===== config.mk =====
export PLATFORM = sky130hd
export DESIGN_NAME = sram_host
export DESIGN_NICKNAME = d
export VERILOG_FILES = /design/src/sram_host_pkg.sv /design/src/sram_host.sv
export SDC_FILE = /design/constraint.sdc
export NUM_CORES = 1
export LEC_CHECK = 0
export ABC_AREA = 1
export ABC_CLOCK_PERIOD_IN_PS = 2900
export BUFFER_PORTS_ARGS = -buffer_cell sky130_fd_sc_hd__buf_2
export CAP_MARGIN = 5
export CORE_MARGIN = 10
export CORE_UTILIZATION = 45
export DETAILED_ROUTE_END_ITERATION = 6
export GPL_ROUTABILITY_DRIVEN = 0
export PLACE_DENSITY_LB_ADDON = 0.3
export SLEW_MARGIN = 20
export SYNTH_ARGS = -nofsm -noshare
export SYNTH_HDL_FRONTEND = slang
export SYNTH_SLANG_ARGS = --single-unit

===== constraint.sdc =====
create_clock -name core_clk_i -period 2.9 [get_ports core_clk_i]
set_clock_uncertainty 0.15 [all_clocks]
set_input_delay 0.58 -clock core_clk_i [delete_from_list [all_inputs] [get_ports core_clk_i]]
set_output_delay 0.58 -clock core_clk_i [all_outputs]
set_load 0.01 [all_outputs]

===== src/sram_host_pkg.sv =====
// Constants for the asynchronous static memory host controller
package sram_host_pkg;
    localparam int ADDR_W = 18;
    localparam int DATA_W = 16;
    localparam int BYTE_W = 8;
    // Timing in ns for the slower speed grade
    localparam int CLK_PERIOD_NS = 4;
    localparam int READ_CYCLE_NS = 55;
    localparam int ADDR_SETUP_NS = 40;
    localparam int WRITE_PULSE_NS = 40;
    localparam int WRITE_FLOAT_DELAY_NS = 20;
    localparam int WRITE_DATA_SETUP_NS = 25;
    localparam int RECOVER_NS = 20;
    // Least times round up to whole cycles
    function automatic int cycles_up(input int ns);
        return (ns + CLK_PERIOD_NS - 1) / CLK_PERIOD_NS;
    endfunction
    localparam int READ_CYC = cycles_up(READ_CYCLE_NS) + 1;
    localparam int FLOAT_SETUP_NS = WRITE_FLOAT_DELAY_NS + WRITE_DATA_SETUP_NS;
    localparam int PULSE_NS = (WRITE_PULSE_NS > FLOAT_SETUP_NS) ? WRITE_PULSE_NS : FLOAT_SETUP_NS;
    localparam int WRITE_CYC = cycles_up(PULSE_NS);
    localparam int SETUP_CYC = cycles_up(ADDR_SETUP_NS);
    localparam int RECOVER_CYC = cycles_up(RECOVER_NS);
    localparam int CNT_W = 8;
    localparam logic [1:0] LANES_NONE = 2'h3;
    typedef enum logic [1:0] {st_idle, st_read, st_write, st_recover} state_t;
endpackage


===== src/sram_host.sv =====
// Host controller driving an asynchronous 16-bit static memory through its pins
// Rules of the memory that this block works to
// (RL1) Select only when low select is low and high select is high.
// (RL2) Write happens during overlap of write strobe, select, and byte strobe.
// (RL3) All strobes active to start; any one going inactive ends the write.
// (RL4) Data held stable around the strobe edge that ends the write.
// (RL5) Write strobe stays high through every read cycle.
// (RL6) Address valid no later than select going active.
// (RL7) Address-driven reads: memory updates data after each address change.
// (RL8) Memory floats data when deselected, output disabled, or no byte strobe.
// (RL9) Write pulse with output enable low covers float delay plus setup.
// (RL10) Both byte strobes low in a read returns full word.
// (RL11) Only lower strobe low in a read returns lower byte.
// (RL12) Only upper strobe low in a read returns upper byte.
// (RL13) Both strobes low in a write stores full word.
// (RL14) Lower strobe only writes lower byte, upper untouched.
// (RL15) Upper strobe only writes upper byte, lower untouched.
// (RL16) Host always drives both selects to definite levels.
// (RL17) Selects inactive or both byte strobes high means standby.
// (RL18) Contents persist; reads return last written bytes.
`timescale 1ns/1ps
`default_nettype none
module sram_host #(
    parameter int READ_CYCLES = sram_host_pkg::READ_CYC,
    parameter int WRITE_CYCLES = sram_host_pkg::WRITE_CYC
) (
    input wire logic core_clk_i,
    input wire logic rst_i,
    input wire logic req_valid_i,
    input wire logic req_write_i,
    input wire logic [sram_host_pkg::ADDR_W-1:0] req_addr_i,
    input wire logic [sram_host_pkg::DATA_W-1:0] req_wdata_i,
    input wire logic [1:0] req_lanes_i,
    output logic req_ready_o,
    output logic rsp_valid_o,
    output logic [sram_host_pkg::DATA_W-1:0] rsp_rdata_o,
    output logic [sram_host_pkg::ADDR_W-1:0] mem_addr_o,
    output logic chip_select_lo_n_o,
    output logic chip_select_hi_o,
    output logic write_strobe_n_o,
    output logic output_enable_n_o,
    output logic upper_byte_strobe_n_o,
    output logic lower_byte_strobe_n_o,
    input wire logic [sram_host_pkg::DATA_W-1:0] mem_data_i,
    output logic [sram_host_pkg::DATA_W-1:0] mem_data_o,
    output logic mem_data_oe_n_o
);
    sram_host_pkg::state_t state;
    sram_host_pkg::state_t next_state;
    logic [sram_host_pkg::CNT_W-1:0] cnt;
    logic [1:0] lanes;
    logic [sram_host_pkg::CNT_W-1:0] read_last;
    logic [sram_host_pkg::CNT_W-1:0] setup_last;
    logic [sram_host_pkg::CNT_W-1:0] strobe_last;
    logic [sram_host_pkg::CNT_W-1:0] write_last;
    logic [sram_host_pkg::CNT_W-1:0] recover_last;
    logic take;
    logic cnt_done;
    logic read_done;
    logic write_active;
    logic next_read;
    logic next_write;
    logic next_access;
    logic [1:0] next_lanes;
    logic [sram_host_pkg::DATA_W-1:0] read_mask;
    logic [sram_host_pkg::DATA_W-1:0] next_rdata;

    // Lane bits are active low, so a cleared bit opens its byte
    function automatic logic [sram_host_pkg::DATA_W-1:0] lane_mask(input logic [1:0] l);
        return {{sram_host_pkg::BYTE_W{~l[1]}}, {sram_host_pkg::BYTE_W{~l[0]}}};
    endfunction

    function automatic logic in_access(input sram_host_pkg::state_t s);
        return (s == sram_host_pkg::st_read) || (s == sram_host_pkg::st_write);
    endfunction

    assign read_last = sram_host_pkg::CNT_W'(READ_CYCLES - 1);
    // Strobe window sits one count early, as the pin follows it a cycle late
    assign setup_last = sram_host_pkg::CNT_W'(sram_host_pkg::SETUP_CYC - 1);
    assign strobe_last = sram_host_pkg::CNT_W'(sram_host_pkg::SETUP_CYC + WRITE_CYCLES - 1);
    // One spare cycle after the strobe rises keeps select and data past the write end
    assign write_last = sram_host_pkg::CNT_W'(sram_host_pkg::SETUP_CYC + WRITE_CYCLES);
    assign recover_last = sram_host_pkg::CNT_W'(sram_host_pkg::RECOVER_CYC - 1);
    // Empty lane mask would be standby, so such a request is refused
    assign take = (state == sram_host_pkg::st_idle) && req_ready_o && req_valid_i
        && (req_lanes_i != sram_host_pkg::LANES_NONE);
    assign cnt_done = (state == sram_host_pkg::st_read) ? (cnt == read_last)
        : (state == sram_host_pkg::st_write) ? (cnt == write_last)
        : (cnt == recover_last);
    assign read_done = (state == sram_host_pkg::st_read) && cnt_done;
    // Write strobe low only after address has settled under select
    assign write_active = (state == sram_host_pkg::st_write) && (cnt >= setup_last)
        && (cnt < strobe_last); // RL3
    assign next_read = (next_state == sram_host_pkg::st_read);
    assign next_write = (next_state == sram_host_pkg::st_write);
    assign next_access = in_access(next_state);
    assign next_lanes = !next_access ? sram_host_pkg::LANES_NONE
        : (take ? req_lanes_i : lanes);
    // Undriven lanes read back as zero
    assign read_mask = lane_mask(lanes); // RL11 RL12
    assign next_rdata = mem_data_i & read_mask; // RL10

    always_comb
    begin
        next_state = state;
        unique case (state)
            sram_host_pkg::st_idle:
                if (take)
                    next_state = req_write_i ? sram_host_pkg::st_write : sram_host_pkg::st_read;
            sram_host_pkg::st_read, sram_host_pkg::st_write:
                if (cnt_done)
                    next_state = sram_host_pkg::st_recover;
            sram_host_pkg::st_recover:
                if (cnt_done)
                    next_state = sram_host_pkg::st_idle;
        endcase
    end

    always_ff @(posedge core_clk_i)
    begin
        if (rst_i)
        begin
            state <= sram_host_pkg::st_idle;
            cnt <= '0;
            lanes <= sram_host_pkg::LANES_NONE;
        end
        else
        begin
            state <= next_state;
            cnt <= (next_state != state) ? '0 : cnt + 1'b1;
            if (take)
                lanes <= req_lanes_i;
        end
    end

    // Address and data latch together with select, on the same edge as it
    always_ff @(posedge core_clk_i)
    begin
        if (rst_i)
        begin
            mem_addr_o <= '0;
            mem_data_o <= '0;
        end
        else if (take)
        begin
            mem_addr_o <= req_addr_i; // RL6
            mem_data_o <= req_wdata_i; // RL4
        end
    end

    // Both selects always driven to a level; standby keeps them inactive
    always_ff @(posedge core_clk_i)
    begin
        if (rst_i)
        begin
            chip_select_lo_n_o <= 1'b1; // RL16 RL17
            chip_select_hi_o <= 1'b0;
        end
        else
        begin
            chip_select_lo_n_o <= !next_access; // RL1
            chip_select_hi_o <= next_access; // RL1
        end
    end

    // Strobe held high on reads; low only mid-write so it ends first
    always_ff @(posedge core_clk_i)
    begin
        if (rst_i)
        begin
            write_strobe_n_o <= 1'b1;
            output_enable_n_o <= 1'b1;
        end
        else
        begin
            write_strobe_n_o <= !write_active; // RL2 RL5 RL9
            output_enable_n_o <= !next_read; // RL8
        end
    end

    // An empty mask is never taken, so both strobes high only outside accesses
    always_ff @(posedge core_clk_i)
    begin
        if (rst_i)
        begin
            upper_byte_strobe_n_o <= 1'b1;
            lower_byte_strobe_n_o <= 1'b1;
        end
        else
        begin
            upper_byte_strobe_n_o <= next_lanes[1]; // RL13 RL15
            lower_byte_strobe_n_o <= next_lanes[0]; // RL13 RL14
        end
    end

    // Data stays driven until select drops, covering hold
    always_ff @(posedge core_clk_i)
    begin
        if (rst_i)
            mem_data_oe_n_o <= 1'b1;
        else
            mem_data_oe_n_o <= !next_write; // RL4
    end

    always_ff @(posedge core_clk_i)
    begin
        if (rst_i)
        begin
            rsp_valid_o <= 1'b0;
            rsp_rdata_o <= '0;
        end
        else
        begin
            rsp_valid_o <= read_done; // RL18
            if (read_done)
                rsp_rdata_o <= next_rdata;
        end
    end

    // Take also needs ready, so a request seen just after reset is not taken early
    always_ff @(posedge core_clk_i)
    begin
        if (rst_i)
            req_ready_o <= 1'b0;
        else
            req_ready_o <= (next_state == sram_host_pkg::st_idle) && !take;
    end
endmodule
`default_nettype wire


After elaboration in Yosys (flattened, before gate mapping):

Index checks and enable logic that the tools add are counted.

* logic and storage cells: 58
* RAM bits: 0
* bits of input ports: 56
* flip-flop bits (word level): 71
* latch bits: 0
* memories: 0
* memory bits (read-only): 0

* div/mod/pow operators: 0
* order comparisons: 2
* multipliers: 0
* reduce and logical (&&, ||, !) cells: 18
* multiplexer cells: 8
* bitwise logic cells: 4
* $add $sub $neg: 1
* shifts and indexed selects: 0
* eq/ne operators: 10

Operators by type and width (count)
* $and A16 B16 Y16: 1
* $mux W2: 5
* $add A8 B1 Y8 const B: 1
* $eq A8 B3 Y1 const B: 1
* $eq A8 B4 Y1 const B: 1
* $eq A8 B5 Y1 const B: 1
* $ge A8 B4 Y1 const B: 1
* $lt A8 B5 Y1 const B: 1
* $logic_and A1 B1 Y1: 7
* $eq A2 B2 Y1 const B: 3
* $pmux W2 S3: 1
* $reduce_or A2 Y1: 3
* $logic_not A1 Y1: 5
* $eq A2 B1 Y1 const B: 2
* $logic_not A2 Y1: 2
* $not A1 Y1: 3
* $mux W1: 2
* $ne A2 B2 Y1: 1
* $ne A2 B2 Y1 const B: 1
* $logic_or A1 B1 Y1: 1

Depth between registers and ports, before layout:

* depth in word-level cells: 10
* gate-level depth with buffers: 15
* mapped depth without buffers: 15

Worst setup path after synthesis:

OpenSTA, ideal clock, no wires.

* kind: register to register
* from: register state[0]
* to: register upper_byte_strobe_n_o
* path buffers: 0
* clock period less this slack: 2.317 ns
* cell stages (with the launch flop): 15
* required time: 2.627 ns
* setup slack: 0.583 ns
* arrival: 2.044 ns
* library setup time: 0.123 ns
* path through: dfxtp_1 -> inv_1 -> ha_1 -> inv_1 -> nand2_1 -> nand2_1 -> nor2_1 -> nand3_2 -> a21oi_1 -> nand2_1 -> nand2_2 -> inv_1 -> ha_1 -> nor2_1 -> nand2_1

* word-level cells in the longest chain between the ends: 10
* elaborated cells between the ends (all ways): 20
* those cells by class: eq/ne (5); mux (7); bitwise (1); reduce/logical (7)

RTL lines
* start: declaration: RTL line sram_host.sv:48 `sram_host_pkg::state_t state;`
* start signal: assignment: RTL line sram_host.sv:123 `state <= sram_host_pkg::st_idle;`
* start signal: assignment: RTL line sram_host.sv:129 `state <= next_state;`
* parallel branches: the longest is 5 deep, another holds $eq A2 B2 Y1
* $pmux W2 S3 *: RTL line sram_host.sv:106 `unique case (state)`
* named net next_state[1]: RTL line sram_host.sv:49 `sram_host_pkg::state_t next_state;`
* $eq A2 B1 Y1 / $eq A2 B2 Y1 (equally long branches): RTL line sram_host.sv:74 `return (s == sram_host_pkg::st_read) || (s == sram_host_pkg::st_write);`
* $logic_or A1 B1 Y1 *: RTL line sram_host.sv:74
* $not A1 Y1 (no source line) *
* $reduce_or A2 Y1 (no source line) *
* end signal: assignment: RTL line sram_host.sv:191 `upper_byte_strobe_n_o <= next_lanes[1];`
* end: declaration: RTL line sram_host.sv:42 `output logic upper_byte_strobe_n_o,`

Mark *: on every way through the listed nets, which the timed path passes.
A chain may end at the register's enable or synchronous reset.

Worst setup path in the final report:

Ends and elaborated chain as after synthesis.

==> impl_results.html <==
<table>
<tr><th>Metric</th><th>Value</th></tr>
<tr><th colspan="2">Floorplan</th></tr>
<tr><td>Total Die Area</td><td>0.009872 mm²</td></tr>
<tr><td>Starting utilization of the core area</td><td>0.4703</td></tr>
<tr><td>Core Footprint</td><td>0.006026 mm²</td></tr>
<tr><td>Die W</td><td>99.36 µm</td></tr>
<tr><td>Standard-cell rows</td><td>28</td></tr>
<tr><td>Chip Height</td><td>99.36 µm</td></tr>
<tr><td># IOs</td><td>115</td></tr>
<tr><th colspan="2">Timing</th></tr>
<tr><td>Setup TNS</td><td>0 ns</td></tr>
<tr><td>Period utilisation layout</td><td>0.8994</td></tr>
<tr><td>Maximum clock frequency</td><td>383.4 MHz</td></tr>
<tr><td>Shortest clock period the worst path allows after layout</td><td>2.608 ns</td></tr>
<tr><td>Final count of negative-setup-slack endpoints</td><td>0</td></tr>
<tr><td>Worst-Margin Slew</td><td>0.5814 ns</td></tr>
<tr><td>Count of pins over their slew limit</td><td>0</td></tr>
<tr><td>Final Hold Vio Count</td><td>0</td></tr>
<tr><td>Tightest slew margin relative to the limit</td><td>0.6120</td></tr>
<tr><td>RSZ-0062 raised after global routing</td><td>no</td></tr>
<tr><th colspan="2">Clock tree</th></tr>
<tr><td>CTS tree</td><td>done</td></tr>
<tr><td>Hold-fix buffers at CTS</td><td>0</td></tr>
<tr><td>Number of levels the H-tree was split into</td><td>3</td></tr>
<tr><td>Clock transition at path regs</td><td>0.08 ns</td></tr>
<tr><td>Clk_lat worst skew</td><td>0.33 ns</td></tr>
<tr><td>Total clock sinks</td><td>71</td></tr>
<tr><td>Root buffer selected by CTS</td><td>clkbuf_8</td></tr>
<tr><td>Clock Path Buffers</td><td>2</td></tr>
<tr><td>Total clock buffers created by CTS</td><td>9</td></tr>
<tr><td>Resize count post-CTS</td><td>0</td></tr>
<tr><td>Post-CTS Setup Inserts</td><td>0</td></tr>
<tr><th colspan="2">Yosys</th></tr>
<tr><td>Syn Nets</td><td>420</td></tr>
<tr><td>Largest family of logic cells by synthesized area</td><td>simple AND/OR/NAND/NOR gates</td></tr>
<tr><td>Share of cell area taken by muxes after synthesis</td><td>0</td></tr>
<tr><td>Seq/Total Area, Yosys</td><td>0.5015</td></tr>
<tr><td>Library cell occupying the most area in the post-synthesis netlist</td><td>dfxtp_1</td></tr>
<tr><td>Share of the synthesized area in the top cell type</td><td>0.5015</td></tr>
<tr><td>Number of different library cells in the post-synthesis netlist</td><td>27</td></tr>
<tr><td>Proportion of synthesized flip-flops having asynchronous set or reset</td><td>0</td></tr>
<tr><td>Synth Area per Inst</td><td>8.028 µm²</td></tr>
<tr><td>Netlist area before placement</td><td>0.002834 mm²</td></tr>
<tr><td>Fraction of the mapped netlist area in adder cells</td><td>0.04857</td></tr>
<tr><td>Xor and xnor area share after synthesis</td><td>0.02163</td></tr>
<tr><td>Simple-gate area share of the yosys netlist</td><td>0.2614</td></tr>
<tr><td>Most used standard cell by instance count after synthesis</td><td>nor2_1</td></tr>
<tr><td>Most frequently used flop master after synthesis</td><td>dfxtp_1</td></tr>
<tr><td>Number of standard cells after synthesis</td><td>353</td></tr>
<tr><td>Compound-cell area share of the yosys netlist</td><td>0.1082</td></tr>
<tr><td>Total of flip-flops plus latches after synthesis</td><td>71</td></tr>
<tr><td>Number of warnings reported in the yosys synthesis log</td><td>0</td></tr>
<tr><td>Most used standard cells in the synthesized netlist</td><td>nor2_1, dfxtp_1, o21ai_0, nand2_1, nand3_1</td></tr>
<tr><td>Cells taking the most area after synthesis</td><td>dfxtp_1, nor2_1, o21ai_0</td></tr>
<tr><td>Number of enable flip-flop cells after synthesis</td><td>0</td></tr>
<tr><th colspan="2">Power and ir drop</th></tr>
<tr><td>Clock Power Share</td><td>0.307</td></tr>
<tr><td>Switching share of power</td><td>0.3349</td></tr>
<tr><td>Highest ir drop seen on vdd</td><td>0.0005616 V</td></tr>
<tr><td>Total power divided by cell area</td><td>806.2 mW/mm²</td></tr>
<tr><td>Leakage</td><td>0.001778 µW</td></tr>
<tr><td>Portion of total power attributed to combinational logic</td><td>0.287</td></tr>
<tr><td>Net switching power</td><td>998.4 µW</td></tr>
<tr><td>Sequential power share</td><td>0.405</td></tr>
<tr><td>Power Internal</td><td>1982 µW</td></tr>
<tr><th colspan="2">Layout</th></tr>
<tr><td>Multi-input gate area in the final layout</td><td>0.001246 mm²</td></tr>
<tr><td>ANT cells</td><td>0</td></tr>
<tr><td>Layout cells sized above 1</td><td>0.3214</td></tr>
<tr><td>Count of nets after finishing</td><td>535</td></tr>
<tr><td>Area taken by flip-flops and latches</td><td>0.001421 mm²</td></tr>
<tr><td>Fillers</td><td>548</td></tr>
<tr><td>Synth-to-layout area growth</td><td>30.46%</td></tr>
<tr><td>Final core utilization</td><td>0.6136</td></tr>
<tr><th colspan="2">Drt</th></tr>
<tr><td>First-pass iteration count of the detailed router</td><td>4</td></tr>
<tr><td>Post-detailed-route via-to-cell ratio</td><td>4.770</td></tr>
<tr><td>Wire length per cell</td><td>13.62 µm</td></tr>
<tr><td>Detailed router's first-iteration violation count</td><td>93</td></tr>
<tr><td>Count of antenna-violating nets left after detailed routing</td><td>0</td></tr>
<tr><td>Routed wire length</td><td>7.463 mm</td></tr>
<tr><td>Vias after detailed routing</td><td>2,614</td></tr>
<tr><td>Number of remaining DRC errors</td><td>0</td></tr>
<tr><th colspan="2">Global route</th></tr>
<tr><td>Via count of the first global-routing pass</td><td>2,618</td></tr>
<tr><td>Number of antenna violations at the first check in global routing</td><td>0</td></tr>
<tr><td>Maximum number of pins on one net before global-route repair</td><td>26</td></tr>
<tr><td>Overall global routing resource usage</td><td>0.1530</td></tr>
<tr><td>Wire length of the first global-routing pass</td><td>12.54 mm</td></tr>
<tr><td>Total overflow reported by the global router</td><td>0</td></tr>
<tr><th colspan="2">Critical path</th></tr>
<tr><td>Worst reg2reg endpoint</td><td>upper_byte_strobe_n_o</td></tr>
<tr><td>Required @ worst endpoint</td><td>2.97 ns</td></tr>
<tr><td>Cells on worst reg2reg path</td><td>14</td></tr>
<tr><td>Arrival time at the worst endpoint</td><td>2.68 ns</td></tr>
<tr><td>Cell with the largest stage delay on the worst path</td><td>dfxtp_1</td></tr>
<tr><td>Reg2reg start</td><td>state[0]</td></tr>
<tr><td>Crit Path Max Fanout</td><td>6</td></tr>
<tr><td>Startpoint of the most critical setup path</td><td>state[0]</td></tr>
<tr><td>Start-to-end type of the worst setup path</td><td>reg -&gt; reg</td></tr>
<tr><td>Critical path destination</td><td>upper_byte_strobe_n_o</td></tr>
<tr><td>Category of the worst setup path capture point</td><td>register</td></tr>
<tr><td>Minimum setup slack among reg-to-reg paths</td><td>0.29 ns</td></tr>
<tr><td>Largest stage delay on the critical path</td><td>0.44 ns</td></tr>
<tr><td>Cell seen most often among critical-path stages</td><td>nand2_1</td></tr>
<tr><td>Critical path, cell by cell</td><td>inv_1 &gt; ha_1 &gt; inv_1 &gt; nand2_1 &gt; nand2_1 &gt; nor2_1 &gt; nand3_2 &gt; a21oi_1 &gt; nand2_1 &gt; nand2_2 &gt; inv_1 &gt; ha_1 &gt; nor2_1 &gt; nand2_1</td></tr>
<tr><td>Crit start category</td><td>register</td></tr>
<tr><th colspan="2">Place</th></tr>
<tr><td>Port bufs</td><td>114</td></tr>
<tr><td>HPWL after DPL</td><td>5.609 mm</td></tr>
<tr><th colspan="2">Min path</th></tr>
<tr><td>Worst Hold Class</td><td>in -&gt; reg</td></tr>
<tr><th colspan="2">Outcome</th></tr>
<tr><td>Outcome</td><td>finished clean</td></tr>
<tr><th colspan="2">Job</th></tr>
<tr><td>Maximum Capacitance Violations</td><td>0</td></tr>
</table>
==> registers in the layout, indices dropped and copies added, names as in the netlist <==
name / cells
chip_select_hi_o: 1
mem_addr_o: 18
cnt: 8
state: 2
rsp_rdata_o: 16
rsp_valid_o: 1
output_enable_n_o: 1
req_ready_o: 1
lower_byte_strobe_n_o: 1
write_strobe_n_o: 1
upper_byte_strobe_n_o: 1
mem_data_oe_n_o: 1
mem_data_o: 16
lanes: 2
chip_select_lo_n_o: 1
==> cells by family after synthesis <==
kind of cell | count (synthesis)
xor gates and xnor gates | 7
buffers and inverters | 38
AOI/OAI and AO/OA | 60
and+or+nand+nor | 166
DFF | 71
adders and majority gates | 11
==> metal layers <==
layer | GRT usage | share of wire
met4 | 0.06395 | 0.017
met5 | 0 | 0
met1 | 0.1743 | 0.41
met2 | 0.2280 | 0.45
met3 | 0.08997 | 0.12
==> worst min path at each step <==
stage | from | to | slack [ns] | cells after the start
3_3_place_gp | rsp_rdata_o[10] | rsp_rdata_o[10] | 0.31 | 2
3_5_place_dp | rsp_rdata_o[10] | rsp_rdata_o[10] | 0.32 | 2
2_1_floorplan | rsp_rdata_o[10] | rsp_rdata_o[10] | 0.34 | 2
5_1_grt | rst_i | state[1] | 0.28 | 2
6_report | rst_i | state[1] | 0.30 | 2
4_1_cts | rst_i | state[1] | 0.28 | 2
==> power by group through the flow <==
stage	Sequential [µW]	Combinational [µW]	Clock (µW)
floorplan	1280	508	0
global placement	1220	852	0
detailed placement	1230	869	0
CTS	1210	872	942
global route	1230	989	988
finish	1210	856	916
==> through the flow <==
step / instances / power [µW] / setup WS [ns] / area, µm² / hold WS [ns]
finish: 548 / 2981 / 0.2917 / 3697 / 0.2977
floorplan: 353 / 1789 / 0.5831 / 2834 / 0.3444
detailed placement: 532 / 2095 / 0.3381 / 3456 / 0.3160
CTS: 548 / 3022 / 0.3232 / 3697 / 0.2789
global route: 548 / 3205 / 0.07172 / 3697 / 0.2781
global placement: 532 / 2075 / 0.4386 / 3456 / 0.3099
==> cell usage in the layout (no fill, tap or decap) <==
cell	Yosys	layout
xnor2_1	4	4
nand2_1	42	42
o21ai_0	45	45
bufinv_16	0	2
dfxtp_1	71	71
a21oi_2	1	1
buf_4	1	5
clkinv_1	3	3
nand3_2	1	1
inv_1	19	19
ha_1	11	11
buf_2	4	114
nor2_1	82	82
clkinvlp_4	0	1
a21oi_1	4	4
inv_2	1	1
a211oi_1	1	1
nand2_2	4	4
nand3_4	1	1
clkbuf_8	0	12
nor3_1	1	1
or2_0	1	1
nor2_2	1	1
nor3_2	8	8
clkinv_4	0	1
o21ai_1	9	9
xor2_1	3	3
nand3_1	25	25
==> area by class of cell <==
cell class | count | area share
clock buffer | 12 | 0.04467
clock inverter | 4 | 0.02064
inverter | 23 | 0.02335
multi-input combinational | 244 | 0.3371
sequential | 71 | 0.3844
tap | 75 | 0.02538
timing repair buffer | 119 | 0.1645
==> critical path: cells and delay by family (launching register included) <==
| kind | cells | cell delay [ns] |
|---|---|---|
| AOI/OAI and AO/OA | 1 | 0.17 |
| adders and majority gates | 2 | 0.63 |
| buffers and inverters | 3 | 0.29 |
| DFF | 1 | 0.44 |
| and+or+nand+nor | 8 | 0.79 |
Note: power is estimated with default switching activity, not from simulation.
